**src/fault_notify_pkg.sv**
```systemverilog
// Constants for the fault notification block: register map, fields, resets.
// Assumes a 32-bit APB slave with word-aligned registers.
package fault_notify_pkg;

    // Register byte offsets
    localparam logic [7:0] CFG_OFF = 8'h00;
    localparam logic [7:0] CTRL_OFF = 8'h04;
    localparam logic [7:0] PRI_ERR_OFF = 8'h08;
    localparam logic [7:0] SEC_ERR_OFF = 8'h0c;
    localparam logic [7:0] STATUS_OFF = 8'h10;
    localparam logic [7:0] PIN_OFF = 8'h14;
    localparam logic [7:0] EVENT_OFF = 8'h18;

    // Configuration fields
    localparam int MONITOR_DISABLE_BIT = 0;
    localparam int DISABLE_ALARM_OFF_BIT = 1;
    localparam int TRISTATE_ALARM_EN_BIT = 2;
    localparam int MONITOR_ALARM_EN_BIT = 3;
    localparam int ENABLE_SECOND_BIT = 4;

    // Control fields (write one to act, read as zero)
    localparam int CLEAR_PRIMARY_BIT_POS = 0;
    localparam int CLEAR_SECONDARY_BIT_POS = 1;
    localparam int SOFT_RESET_BIT = 2;

    // Primary error fields
    localparam int PRI_TRISTATE_BIT = 0;
    localparam int PRI_EXT_RESET_BIT = 1;
    localparam int PRI_RESET_BIT = 2;
    localparam int PRI_COMM_BIT = 3;
    localparam int PRI_CLASS_A_BIT = 4;
    localparam int PRI_CLASS_B_BIT = 5;

    // Secondary error fields
    localparam int SEC_TRISTATE_BIT = 0;
    localparam int SEC_COMM_BIT = 1;
    localparam int SEC_CLASS_A_BIT = 2;
    localparam int SEC_CLASS_B_BIT = 3;

    // Status fields
    localparam int ST_FAULT_A_BIT = 0;
    localparam int ST_FAULT_B_BIT = 1;
    localparam int ST_ENABLE_VALID_BIT = 2;
    localparam int ST_TRISTATE_CTRL_BIT = 3;
    localparam int ST_OUTPUT_HZ_BIT = 4;
    localparam int ST_PWM_OFF_BIT = 5;
    localparam int ST_MODE_LSB = 8;

    // Pin level fields
    localparam int PIN_FAULT_A_BIT = 0;
    localparam int PIN_FAULT_B_BIT = 1;
    localparam int PIN_ENABLE_BIT = 2;
    localparam int PIN_DISABLE_IN_BIT = 3;

    // Event injection fields
    localparam int EV_MONITOR_FAULT_BIT = 0;
    localparam int EV_CLASS_A_PRI_BIT = 1;
    localparam int EV_CLASS_A_SEC_BIT = 2;
    localparam int EV_CLASS_B_PRI_BIT = 3;
    localparam int EV_CLASS_B_SEC_BIT = 4;

    localparam logic [7:0] CFG_RESET = 8'h0c;
    localparam logic [5:0] PRI_ERR_RESET = 6'h00;
    localparam logic [3:0] SEC_ERR_RESET = 4'h0;

    typedef enum logic [2:0]
    {
        RESET_MODE = 3'b000,
        FAULT_MODE = 3'b001,
        DISABLED_MODE_A = 3'b011,
        ACTIVE_MODE_A = 3'b100,
        DISABLED_MODE_B = 3'b101,
        ACTIVE_MODE_B = 3'b110
    } op_mode_e;

endpackage

```
**src/fault_notify.sv**
```systemverilog
// Fault notification, enable handling and primary reset events.
// Assumes an APB master on clk_i and a host driving the enable and reset pins.
// Operation
// [RULE_01] Three active-low fault pins, bits readable; code reads back fault A and B only, not the reset pin
// [RULE_02] Reset, class A, class B pins
// [RULE_03] Class A active-to-disabled asserts fault A
// [RULE_04] Class A without transition: sticky only
// [RULE_05] Monitor disable blocks monitor events
// [RULE_06] Alarm-off: disable input sets sticky only
// [RULE_07] Status rising edges assert fault A
// [RULE_08] Both alarms off: transitions only
// [RULE_09] Class B into fault mode asserts B
// [RULE_10] Class B without transition: sticky only
// [RULE_11] Clear primary drops pins, primary bits
// [RULE_12] Clear secondary; fault mode to reset
// [RULE_13] Enable valid clears pins in disabled modes
// [RULE_14] Report driven and read-back pin levels
// [RULE_15] Enable low means disabled state
// [RULE_16] Enable falling edge raises class A
// [RULE_17] Enable level and validity status bits
// [RULE_18] Reset restores default configuration
// [RULE_19] Host reset sets reset flags
// [RULE_20] Undervoltage or oscillator drives reset low
// [RULE_21] Reset end raises class B
// [RULE_22] Secondary soft reset, PWM off, comm error
// [RULE_23] Every reset enters reset mode
// [RULE_24] Synchronise inputs, register status copies
`timescale 1ns/1ps
`default_nettype none
module fault_notify
    import fault_notify_pkg::*;
(
    input wire logic clk_i,
    input wire logic reset_i,
    input wire logic psel_i,
    input wire logic penable_i,
    input wire logic pwrite_i,
    input wire logic [7:0] paddr_i,
    input wire logic [31:0] pwdata_i,
    output logic [31:0] prdata_o,
    output logic pready_o,
    output logic pslverr_o,
    input wire logic enable_i,
    input wire logic output_disable_in_i,
    input wire logic primary_undervoltage_i,
    input wire logic primary_oscillator_fail_i,
    input wire logic lifesign_lost_i,
    input wire logic fault_a_n_i,
    input wire logic fault_b_n_i,
    input wire logic reset_ready_n_i,
    output logic fault_a_n_o,
    output logic fault_a_n_oe_o,
    output logic fault_b_n_o,
    output logic fault_b_n_oe_o,
    output logic reset_ready_n_o,
    output logic reset_ready_n_oe_o,
    output logic output_tristate_o,
    output logic pwm_off_o
);
    ////////////////////////////////////////////////////////////////////////////
    logic [4:0] sync_q;
    logic enable_s, disable_in_s, rst_pin_n_s, fault_a_pin_s;
    logic enable_d_ff, disable_in_d_ff, rst_pin_n_d_ff;
    logic [7:0] cfg_ff;
    logic [5:0] pri_err_ff;
    logic [3:0] sec_err_ff;
    logic [2:0] ctl_ff;
    op_mode_e mode_ff, nxt_mode;
    logic tristate_ctrl_ff, tristate_ctrl_d_ff, pri_tri_d_ff;
    logic in_reset_ff, ext_reset_ff, hold_fault_b_ff;
    logic fault_a_ff, fault_b_ff, nxt_fault_a, nxt_fault_b;
    logic fault_b_pin_s;
    logic [4:0] ev_ff;
    logic wr, rd_ok;
    logic int_cause, any_reset, reset_end, host_rst;
    logic [1:0] own_drv_ff;
    logic en_fall, en_rise, dis_rise, dis_fall;
    logic cls_a, cls_b, a_trans, b_trans, tri_now;
    logic clr_p, clr_s, monitor_ev;

    // Pin levels are read back through the synchroniser as well
    sync_two #(.WIDTH(5), .INIT(5'h13)) u_sync ( // see [RULE_24]
        .clk_i(clk_i),
        .reset_i(reset_i),
        .d_i({reset_ready_n_i, output_disable_in_i, enable_i, fault_a_n_i, fault_b_n_i}),
        .q_o(sync_q)
    );
    assign {rst_pin_n_s, disable_in_s, enable_s, fault_a_pin_s, fault_b_pin_s} = sync_q;

    ////////////////////////////////////////////////////////////////////////////
    // Reset events
    function automatic logic is_mode(op_mode_e m, op_mode_e a, op_mode_e b);
        return (m == a) || (m == b);
    endfunction

    // Host pulls low: external. Own causes: undervoltage, oscillator.
    assign int_cause = primary_undervoltage_i | primary_oscillator_fail_i; // see [RULE_20]
    // Own drive reads back low two more edges: not a host reset
    assign host_rst = ~rst_pin_n_s & ~reset_ready_n_oe_o & ~|own_drv_ff; // see [RULE_19]
    assign any_reset = int_cause | host_rst | ctl_ff[SOFT_RESET_BIT];
    assign reset_end = in_reset_ff & ~any_reset;

    always_ff @(posedge clk_i)
    begin
        if (reset_i)
        begin
            in_reset_ff <= 1'b0;
            ext_reset_ff <= 1'b0;
        end
        else
        begin
            in_reset_ff <= any_reset;
            if (host_rst && !int_cause)
                ext_reset_ff <= 1'b1; // see [RULE_19]
            else if (reset_end)
                ext_reset_ff <= 1'b0;
        end
    end

    // Own drive of the reset pin only while the own cause lasts
    always_ff @(posedge clk_i)
    begin
        if (reset_i)
        begin
            reset_ready_n_o <= 1'b0;
            reset_ready_n_oe_o <= 1'b1;
            own_drv_ff <= 2'b11;
        end
        else
        begin
            reset_ready_n_o <= 1'b0;
            reset_ready_n_oe_o <= int_cause; // see [RULE_02] [RULE_20]
            own_drv_ff <= {own_drv_ff[0], reset_ready_n_oe_o};
        end
    end

    ////////////////////////////////////////////////////////////////////////////
    // Edges and events
    always_ff @(posedge clk_i)
    begin
        if (reset_i)
        begin
            enable_d_ff <= 1'b0;
            disable_in_d_ff <= 1'b0;
            rst_pin_n_d_ff <= 1'b1;
            tristate_ctrl_d_ff <= 1'b0;
            pri_tri_d_ff <= 1'b0;
        end
        else
        begin
            enable_d_ff <= enable_s;
            disable_in_d_ff <= disable_in_s;
            rst_pin_n_d_ff <= rst_pin_n_s;
            tristate_ctrl_d_ff <= tristate_ctrl_ff; // see [RULE_24]
            pri_tri_d_ff <= pri_err_ff[PRI_TRISTATE_BIT];
        end
    end

    assign en_fall = enable_d_ff & ~enable_s;
    assign en_rise = ~enable_d_ff & enable_s;
    assign dis_rise = ~disable_in_d_ff & disable_in_s;
    assign dis_fall = disable_in_d_ff & ~disable_in_s;
    assign monitor_ev = ev_ff[EV_MONITOR_FAULT_BIT] & ~cfg_ff[MONITOR_DISABLE_BIT]; // see [RULE_05]
    assign cls_a = en_fall // see [RULE_16]
        | monitor_ev
        | (dis_rise & ~cfg_ff[DISABLE_ALARM_OFF_BIT]) // see [RULE_06]
        | ev_ff[EV_CLASS_A_PRI_BIT] | ev_ff[EV_CLASS_A_SEC_BIT];
    assign cls_b = ev_ff[EV_CLASS_B_PRI_BIT] | ev_ff[EV_CLASS_B_SEC_BIT] | reset_end; // see [RULE_21]
    assign tri_now = tristate_ctrl_ff | disable_in_s;
    assign clr_p = ctl_ff[0];
    assign clr_s = ctl_ff[1];

    ////////////////////////////////////////////////////////////////////////////
    // Operating mode
    always_comb
    begin
        nxt_mode = mode_ff;
        a_trans = 1'b0;
        b_trans = 1'b0;
        case (mode_ff)
            RESET_MODE:
                nxt_mode = cfg_ff[ENABLE_SECOND_BIT] ? DISABLED_MODE_B : DISABLED_MODE_A;
            FAULT_MODE:
                if (clr_s)
                    nxt_mode = RESET_MODE; // see [RULE_12]
            DISABLED_MODE_A, DISABLED_MODE_B:
                // Validity alone is not enough: any pending class A holds off
                if (enable_s && !cls_a && !fault_a_ff && !tri_now) // see [RULE_15] [RULE_17]
                    nxt_mode = (mode_ff == DISABLED_MODE_A) ? ACTIVE_MODE_A : ACTIVE_MODE_B;
            ACTIVE_MODE_A, ACTIVE_MODE_B:
                if (cls_a || !enable_s)
                begin
                    a_trans = cls_a; // see [RULE_03]
                    nxt_mode = (mode_ff == ACTIVE_MODE_A) ? DISABLED_MODE_A : DISABLED_MODE_B;
                end
            default:
                nxt_mode = RESET_MODE;
        endcase
        if (cls_b && mode_ff != FAULT_MODE)
        begin
            b_trans = 1'b1; // see [RULE_09] [RULE_10]
            a_trans = 1'b0;
            nxt_mode = FAULT_MODE;
        end
        if (any_reset)
        begin
            a_trans = 1'b0;
            b_trans = 1'b0;
            nxt_mode = RESET_MODE; // see [RULE_23]
        end
    end

    always_ff @(posedge clk_i)
    begin
        if (reset_i)
            mode_ff <= RESET_MODE;
        else
            mode_ff <= nxt_mode;
    end

    ////////////////////////////////////////////////////////////////////////////
    // Fault pins: set wins over clear, except that a reset clears fault A
    always_comb
    begin
        nxt_fault_a = fault_a_ff;
        nxt_fault_b = fault_b_ff;
        if (clr_p) // see [RULE_11]
        begin
            nxt_fault_a = 1'b0;
            nxt_fault_b = 1'b0;
        end
        if (en_rise && is_mode(mode_ff, DISABLED_MODE_A, DISABLED_MODE_B)) // see [RULE_13]
        begin
            nxt_fault_a = 1'b0;
            nxt_fault_b = 1'b0;
        end
        if (a_trans // see [RULE_04] [RULE_08]
            || (cfg_ff[TRISTATE_ALARM_EN_BIT] && pri_err_ff[PRI_TRISTATE_BIT] && !pri_tri_d_ff)
            || (cfg_ff[MONITOR_ALARM_EN_BIT] && tristate_ctrl_ff && !tristate_ctrl_d_ff))
            nxt_fault_a = 1'b1; // see [RULE_07]
        if (b_trans || hold_fault_b_ff)
            nxt_fault_b = 1'b1;
        if (any_reset)
            nxt_fault_a = 1'b0;
    end

    always_ff @(posedge clk_i)
    begin
        if (reset_i)
        begin
            fault_a_ff <= 1'b0;
            fault_b_ff <= 1'b1;
            hold_fault_b_ff <= 1'b0;
        end
        else
        begin
            fault_a_ff <= nxt_fault_a;
            // Fault B held low through the reset, kept for class B at its end
            fault_b_ff <= any_reset | nxt_fault_b;
            hold_fault_b_ff <= reset_end; // see [RULE_21]
        end
    end

    // Open-drain style: drive low only
    always_ff @(posedge clk_i)
    begin
        if (reset_i)
        begin
            fault_a_n_o <= 1'b0;
            fault_a_n_oe_o <= 1'b0;
            fault_b_n_o <= 1'b0;
            fault_b_n_oe_o <= 1'b1;
        end
        else
        begin
            fault_a_n_o <= 1'b0;
            fault_a_n_oe_o <= nxt_fault_a; // see [RULE_01] [RULE_02]
            fault_b_n_o <= 1'b0;
            fault_b_n_oe_o <= any_reset | nxt_fault_b;
        end
    end

    ////////////////////////////////////////////////////////////////////////////
    // Tristate control and output stage
    always_ff @(posedge clk_i)
    begin
        if (reset_i || any_reset)
            tristate_ctrl_ff <= 1'b0;
        else if (monitor_ev)
            tristate_ctrl_ff <= 1'b1;
        else if (dis_fall)
            tristate_ctrl_ff <= 1'b0;
    end

    always_ff @(posedge clk_i)
    begin
        if (reset_i)
        begin
            output_tristate_o <= 1'b0;
            pwm_off_o <= 1'b1;
        end
        else
        begin
            // Disable input stays effective during reset
            output_tristate_o <= tri_now; // see [RULE_06] [RULE_22]
            pwm_off_o <= any_reset | ~is_mode(nxt_mode, ACTIVE_MODE_A, ACTIVE_MODE_B);
        end
    end

    ////////////////////////////////////////////////////////////////////////////
    // Sticky errors: clear by control bit, event set wins
    always_ff @(posedge clk_i)
    begin
        if (reset_i)
            pri_err_ff <= PRI_ERR_RESET;
        else
        begin
            if (clr_p)
                pri_err_ff <= PRI_ERR_RESET;
            if (tri_now)
                pri_err_ff[PRI_TRISTATE_BIT] <= 1'b1;
            if (en_fall || monitor_ev || ev_ff[EV_CLASS_A_PRI_BIT])
                pri_err_ff[PRI_CLASS_A_BIT] <= 1'b1; // see [RULE_04]
            if (ev_ff[EV_CLASS_B_PRI_BIT] || reset_end)
                pri_err_ff[PRI_CLASS_B_BIT] <= 1'b1; // see [RULE_10]
            if (reset_end)
            begin
                pri_err_ff[PRI_RESET_BIT] <= 1'b1; // see [RULE_19] [RULE_20]
                pri_err_ff[PRI_EXT_RESET_BIT] <= ext_reset_ff;
                pri_err_ff[PRI_COMM_BIT] <= 1'b0;
            end
        end
    end

    always_ff @(posedge clk_i)
    begin
        if (reset_i)
            sec_err_ff <= SEC_ERR_RESET;
        else
        begin
            if (clr_s)
                sec_err_ff <= SEC_ERR_RESET; // see [RULE_12]
            if (tri_now)
                sec_err_ff[SEC_TRISTATE_BIT] <= 1'b1; // see [RULE_06]
            if (any_reset && lifesign_lost_i)
                sec_err_ff[SEC_COMM_BIT] <= 1'b1; // see [RULE_22]
            if (ev_ff[EV_CLASS_A_SEC_BIT])
                sec_err_ff[SEC_CLASS_A_BIT] <= 1'b1;
            if (ev_ff[EV_CLASS_B_SEC_BIT])
                sec_err_ff[SEC_CLASS_B_BIT] <= 1'b1;
        end
    end

    ////////////////////////////////////////////////////////////////////////////
    // APB slave, zero wait states
    assign wr = psel_i & penable_i & pwrite_i;
    assign rd_ok = (paddr_i == CFG_OFF) || (paddr_i == CTRL_OFF) || (paddr_i == PRI_ERR_OFF)
        || (paddr_i == SEC_ERR_OFF) || (paddr_i == STATUS_OFF) || (paddr_i == PIN_OFF)
        || (paddr_i == EVENT_OFF);

    always_ff @(posedge clk_i)
    begin
        if (reset_i || any_reset)
            cfg_ff <= CFG_RESET; // see [RULE_18]
        else if (wr && paddr_i == CFG_OFF)
            cfg_ff <= pwdata_i[7:0];
    end

    // Control and event bits are one-cycle pulses
    always_ff @(posedge clk_i)
    begin
        if (reset_i)
        begin
            ctl_ff <= 3'h0;
            ev_ff <= 5'h00;
        end
        else
        begin
            ctl_ff <= (wr && paddr_i == CTRL_OFF) ? pwdata_i[2:0] : 3'h0;
            ev_ff <= (wr && paddr_i == EVENT_OFF && !any_reset) ? pwdata_i[4:0] : 5'h00;
        end
    end

    always_ff @(posedge clk_i)
    begin
        if (reset_i)
        begin
            prdata_o <= 32'h0;
            pready_o <= 1'b0;
            pslverr_o <= 1'b0;
        end
        else
        begin
            pready_o <= psel_i & ~penable_i;
            pslverr_o <= psel_i & ~penable_i & ~rd_ok;
            prdata_o <= 32'h0;
            if (psel_i && !penable_i && !pwrite_i)
                case (paddr_i)
                    CFG_OFF: prdata_o <= {24'h0, cfg_ff};
                    PRI_ERR_OFF: prdata_o <= {26'h0, pri_err_ff};
                    SEC_ERR_OFF: prdata_o <= {28'h0, sec_err_ff};
                    STATUS_OFF: prdata_o <= {21'h0, mode_ff, 2'h0, pwm_off_o, // see [RULE_14]
                        output_tristate_o, tristate_ctrl_ff, enable_s, // see [RULE_17]
                        ~fault_b_ff, ~fault_a_ff};
                    PIN_OFF: prdata_o <= {28'h0, disable_in_s, enable_s,
                        fault_b_pin_s, fault_a_pin_s};
                    default: prdata_o <= 32'h0;
                endcase
        end
    end
endmodule
`default_nettype wire

```
**src/sync_two.sv**
```systemverilog
// Two-stage synchroniser for a group of level inputs.
// Assumes inputs change slowly compared with the clock.
`timescale 1ns/1ps
`default_nettype none
module sync_two #(
    parameter int WIDTH = 3,
    parameter logic [WIDTH-1:0] INIT = '0
)(
    input wire logic clk_i,
    input wire logic reset_i,
    input wire logic [WIDTH-1:0] d_i,
    output logic [WIDTH-1:0] q_o
);
    logic [WIDTH-1:0] meta_ff;

    always_ff @(posedge clk_i)
    begin
        if (reset_i)
        begin
            meta_ff <= INIT;
            q_o <= INIT;
        end
        else
        begin
            meta_ff <= d_i;
            q_o <= meta_ff;
        end
    end
endmodule
`default_nettype wire

```
**config.mk**
```make
export PLATFORM = sky130hd
export DESIGN_NAME = fault_notify
export DESIGN_NICKNAME = d
export VERILOG_FILES = /design/src/fault_notify_pkg.sv /design/src/fault_notify.sv /design/src/sync_two.sv
export SDC_FILE = /design/constraint.sdc
export NUM_CORES = 1
export LEC_CHECK = 0
export BUFFER_PORTS_ARGS = -buffer_cell sky130_fd_sc_hd__buf_2
export CAP_MARGIN = 20
export CORE_MARGIN = 2
export CORE_UTILIZATION = 33
export CTS_CLUSTER_DIAMETER = 100
export CTS_CLUSTER_SIZE = 20
export DETAILED_ROUTE_END_ITERATION = 10
export SKIP_CTS_REPAIR_TIMING = 1
export SYNTH_ARGS = -nofsm -noshare
export SYNTH_HDL_FRONTEND = slang
export SYNTH_SLANG_ARGS = --single-unit
```
**constraint.sdc**
```tcl
create_clock -name clk_i -period 1.6 [get_ports clk_i]
set_clock_uncertainty 0.05 [all_clocks]
set_input_delay 0.08 -clock clk_i [delete_from_list [all_inputs] [get_ports clk_i]]
set_output_delay 0.08 -clock clk_i [all_outputs]
set_load 0.05 [all_outputs]
```
==> summary.md <==
| Metric | Value |
|---|---|
| Required time worst endpoint | between 1.5 and 2 ns |
| Final hold vios | 0 |
| Crit-path leading delay family | simple AND/OR/NAND/NOR gates |
| Total negative slack | 0 ns |
| Combinational Power Share | 10.4% |
| Worst VDD drop | 386 uV |
| Row count | 33 |
| Total power | 3.76 mW |
| Crit-path cells | or3b_2 -> nand4_1 -> a21oi_1 -> o221a_2 -> nand2_1 |
| CTS Buffer Depth | 2 |
| Worst R2R Path Depth | 5 |
| Status | finished, final reports clean |
| Layout cells sized above 1 | 29.2% |
| Yosys warns | 0 |
| Clock Latency Late Sink | 0.34 ns |
| Critical path depth in cells | 5 |
| Sequential area share after synthesis | 48.4% |
| Syn Area/Cell | a little over 9 um2 |
| Vias in the first global route | 2154 |
| Dpl hpwl | 5000 um |
| Period utilization | 97.1% |
| DR WL met3 | about 460 um |
| Top Ports | 95 |
| CTS H-tree lvls | 3 |
| Die height | ~95 um |
| Power Internal | 2.85 mW |
| Initial antenna violation count | 0 |
| Routed Antenna Nets | 0 |
| Clock power share | 44.7% |
| DRT met1 WL | ~3000 um |
| Main area contributors after synthesis | dfxtp_1, buf_4, a21oi_1 |
| Yosys cell types | 42 |
| Largest net degree at the start of global routing | 30 |
| Switch Pwr | just over 0.9 mW |
| Vias | 2336 |
| Avg WL per Cell | 12.9 um |
| Clock period minus worst slack | 1.55 ns |
| Drt first pass iters | 4 |
| Sw Share | 24.4% |
| Max cap viols | 0 |
| Number of synthesized flops with an enable pin | 0 |
| Final slew viol count | 0 |
| Port bufs | between 40 and 50 |
| Clock sinks | 66 |
| Most frequent cells after synthesis | dfxtp_1, nand2_1, nor2_1 |
| All-layer global routing usage | between 10% and 20% |
| Area Growth Syn to Fin | 32.7% |
| Top layer in use | met4 |
| Vias per cell | 4.65 |
| CP Buf/Inv Count | 0 |
| Worst hold path depth | 3 |
| Iteration-0 DRC Markers | 188 |
| CTS tree | done |
| Slowest CP cell | or3b_2 |
| # setup viols final | 0 |
| Crit. End Element | flop |
| Core Region | 8090 um2 |
| CP Max Fanout | 3 |
| DRC errors left | 0 |
| Critical path class | flop to flop |
| Die extent in x | 94.9 um |
| Met2 wire length | 2910 um |
| Layout net count | 445 |
| Sequential Power Share | ~45% |
| Crit start category | flop |
| Max frequency | about 640 MHz |
| Clk slew on worst S/H paths | about 0.070 ns |
| Post-Route WL | 6500 um |
| Post-Syn Instances | 300 |
| Die area | 9010 um2 |
| Clk root buf | clkbuf_8 |
| Post-Syn Area | 2730 um2 |
| #FFs+latches synth | 66 |
| Post-synth top area share | 48.4% |
| First-pass GRT wire length | a little over 10000 um |
| Gpl congestion | 0.872 |
| Cell taking the most area after synthesis | dfxtp_1 |
| Starting Density | 33.7% |
| Worst stage delay on the critical path | about 0.46 ns |
| Most frequent cell after synthesis | dfxtp_1 |
| PwrDens | 1040 nW/um2 |
| Top FF cell, synth | dfxtp_1 |
| Worst min path class | input port to flop |
| Total gr overflow | 0 |
| Worst EP arrival | 1.78 ns |
| Diodes inserted | 0 |
| FFs w/ async S/R, synth | 0% |
| RSZ-0062 raised after global routing | yes |
| CTS buffer count | 9 |
| Static Leak | 1.50 nW |
[tightest hold or removal path, stage by stage]
cell and delay (ns):
buf_2 0.12, nor3_4 0.05, a21oi_1 0.12
[logic make-up (layout without fill, tap and decap cells)]
family	Yosys count	after routing	share of synthesized area, %
AO/OA/AOI/OAI	46	46	10.6
XOR/XNOR	1	1	0.321
buffers and inverters	42	116	9.40
flip-flops	66	66	48.4
multiplexers	13	13	4.86
other	1	24	0.137
AND/OR/NAND/NOR	131	131	26.2
[power by group through the flow]
stage | Sequential [mW] | Clock (mW) | Combinational [mW]
2_1_floorplan | 1.74 | 0 | 0.279
3_3_place_gp | 1.72 | 0 | 0.354
3_5_place_dp | 1.73 | 0 | 0.358
4_1_cts | 1.69 | 1.71 | 0.359
5_1_grt | 1.69 | 1.80 | 0.426
6_report | 1.69 | 1.68 | 0.392
[layout make-up]
class,instances,area (um2)
Clock inverter,6,115
Tap cell,105,131
Sequential cell,66,1330
Multi-Input combinational cell,215,1270
Fill cell,814,4470
Inverter,7,26.3
Timing Repair Buffer,93,626
Clock buffer,10,128
[final timing paths]
kind | from | endpoint | slack, ns
setup / recovery | u_sync.q_o[3] | pwm_off_o | 0.05
hold / removal | primary_oscillator_fail_i | in_reset_ff | 0.03
setup reg to reg | u_sync.q_o[3] | pwm_off_o | 0.05
hold reg to reg | u_sync.meta_ff[4] | u_sync.q_o[4] | 0.36
[stage by stage]
| stage | hold slack, ns | area [um2] | utilization [%] | setup WS (ns) | std cells |
|---|---|---|---|---|---|
| global route | 0.0452 | 3620 | 44.7 | -0.0163 | 502 |
| floorplan | 0.102 | 2830 | - | -0.0289 | 323 |
| global placement | 0.212 | 3190 | 39.4 | -0.0570 | 469 |
| detailed placement | 0.215 | 3190 | 39.4 | -0.0764 | 469 |
| CTS | -0.146 | 3430 | 42.4 | -0.0475 | 485 |
| finish | 0.0294 | 3620 | 44.7 | 0.0458 | 502 |
[state kept, by name, summed over array words and instances (netlist names), 2 cells and up]
name            flops
ctl_ff              3
u_sync.q_o          5
mode_ff             3
sec_err_ff          4
u_sync.meta_ff      5
prdata_o           11
pri_err_ff          5
own_drv_ff          2
ev_ff               5
cfg_ff              8
[layer usage]
layer / vias to the layer above / global-route usage (%)
met3: 11 / 4.23
met1: 1070 / 19.6
met2: 82 / 24.3
met4: 0 / 6.52
li1: 1173 / -
met5: - / 0
[cell usage in the layout (no fill, tap or decap), types with 5 or more instances in the layout]
cell,instances
nor3_1,9
clkbuf_8,9
nand2_1,25
inv_1,7
conb_1,24
nand4_1,5
buf_2,46
dlygate4sd3_1,17
nor2b_1,11
a21oi_1,22
or3_1,6
and2_1,15
mux2i_1,11
nor2_1,25
o21ai_0,7
buf_4,30
nand2b_1,5
dfxtp_1,65
or2_2,10
Power figures use the tool's default switching activity.
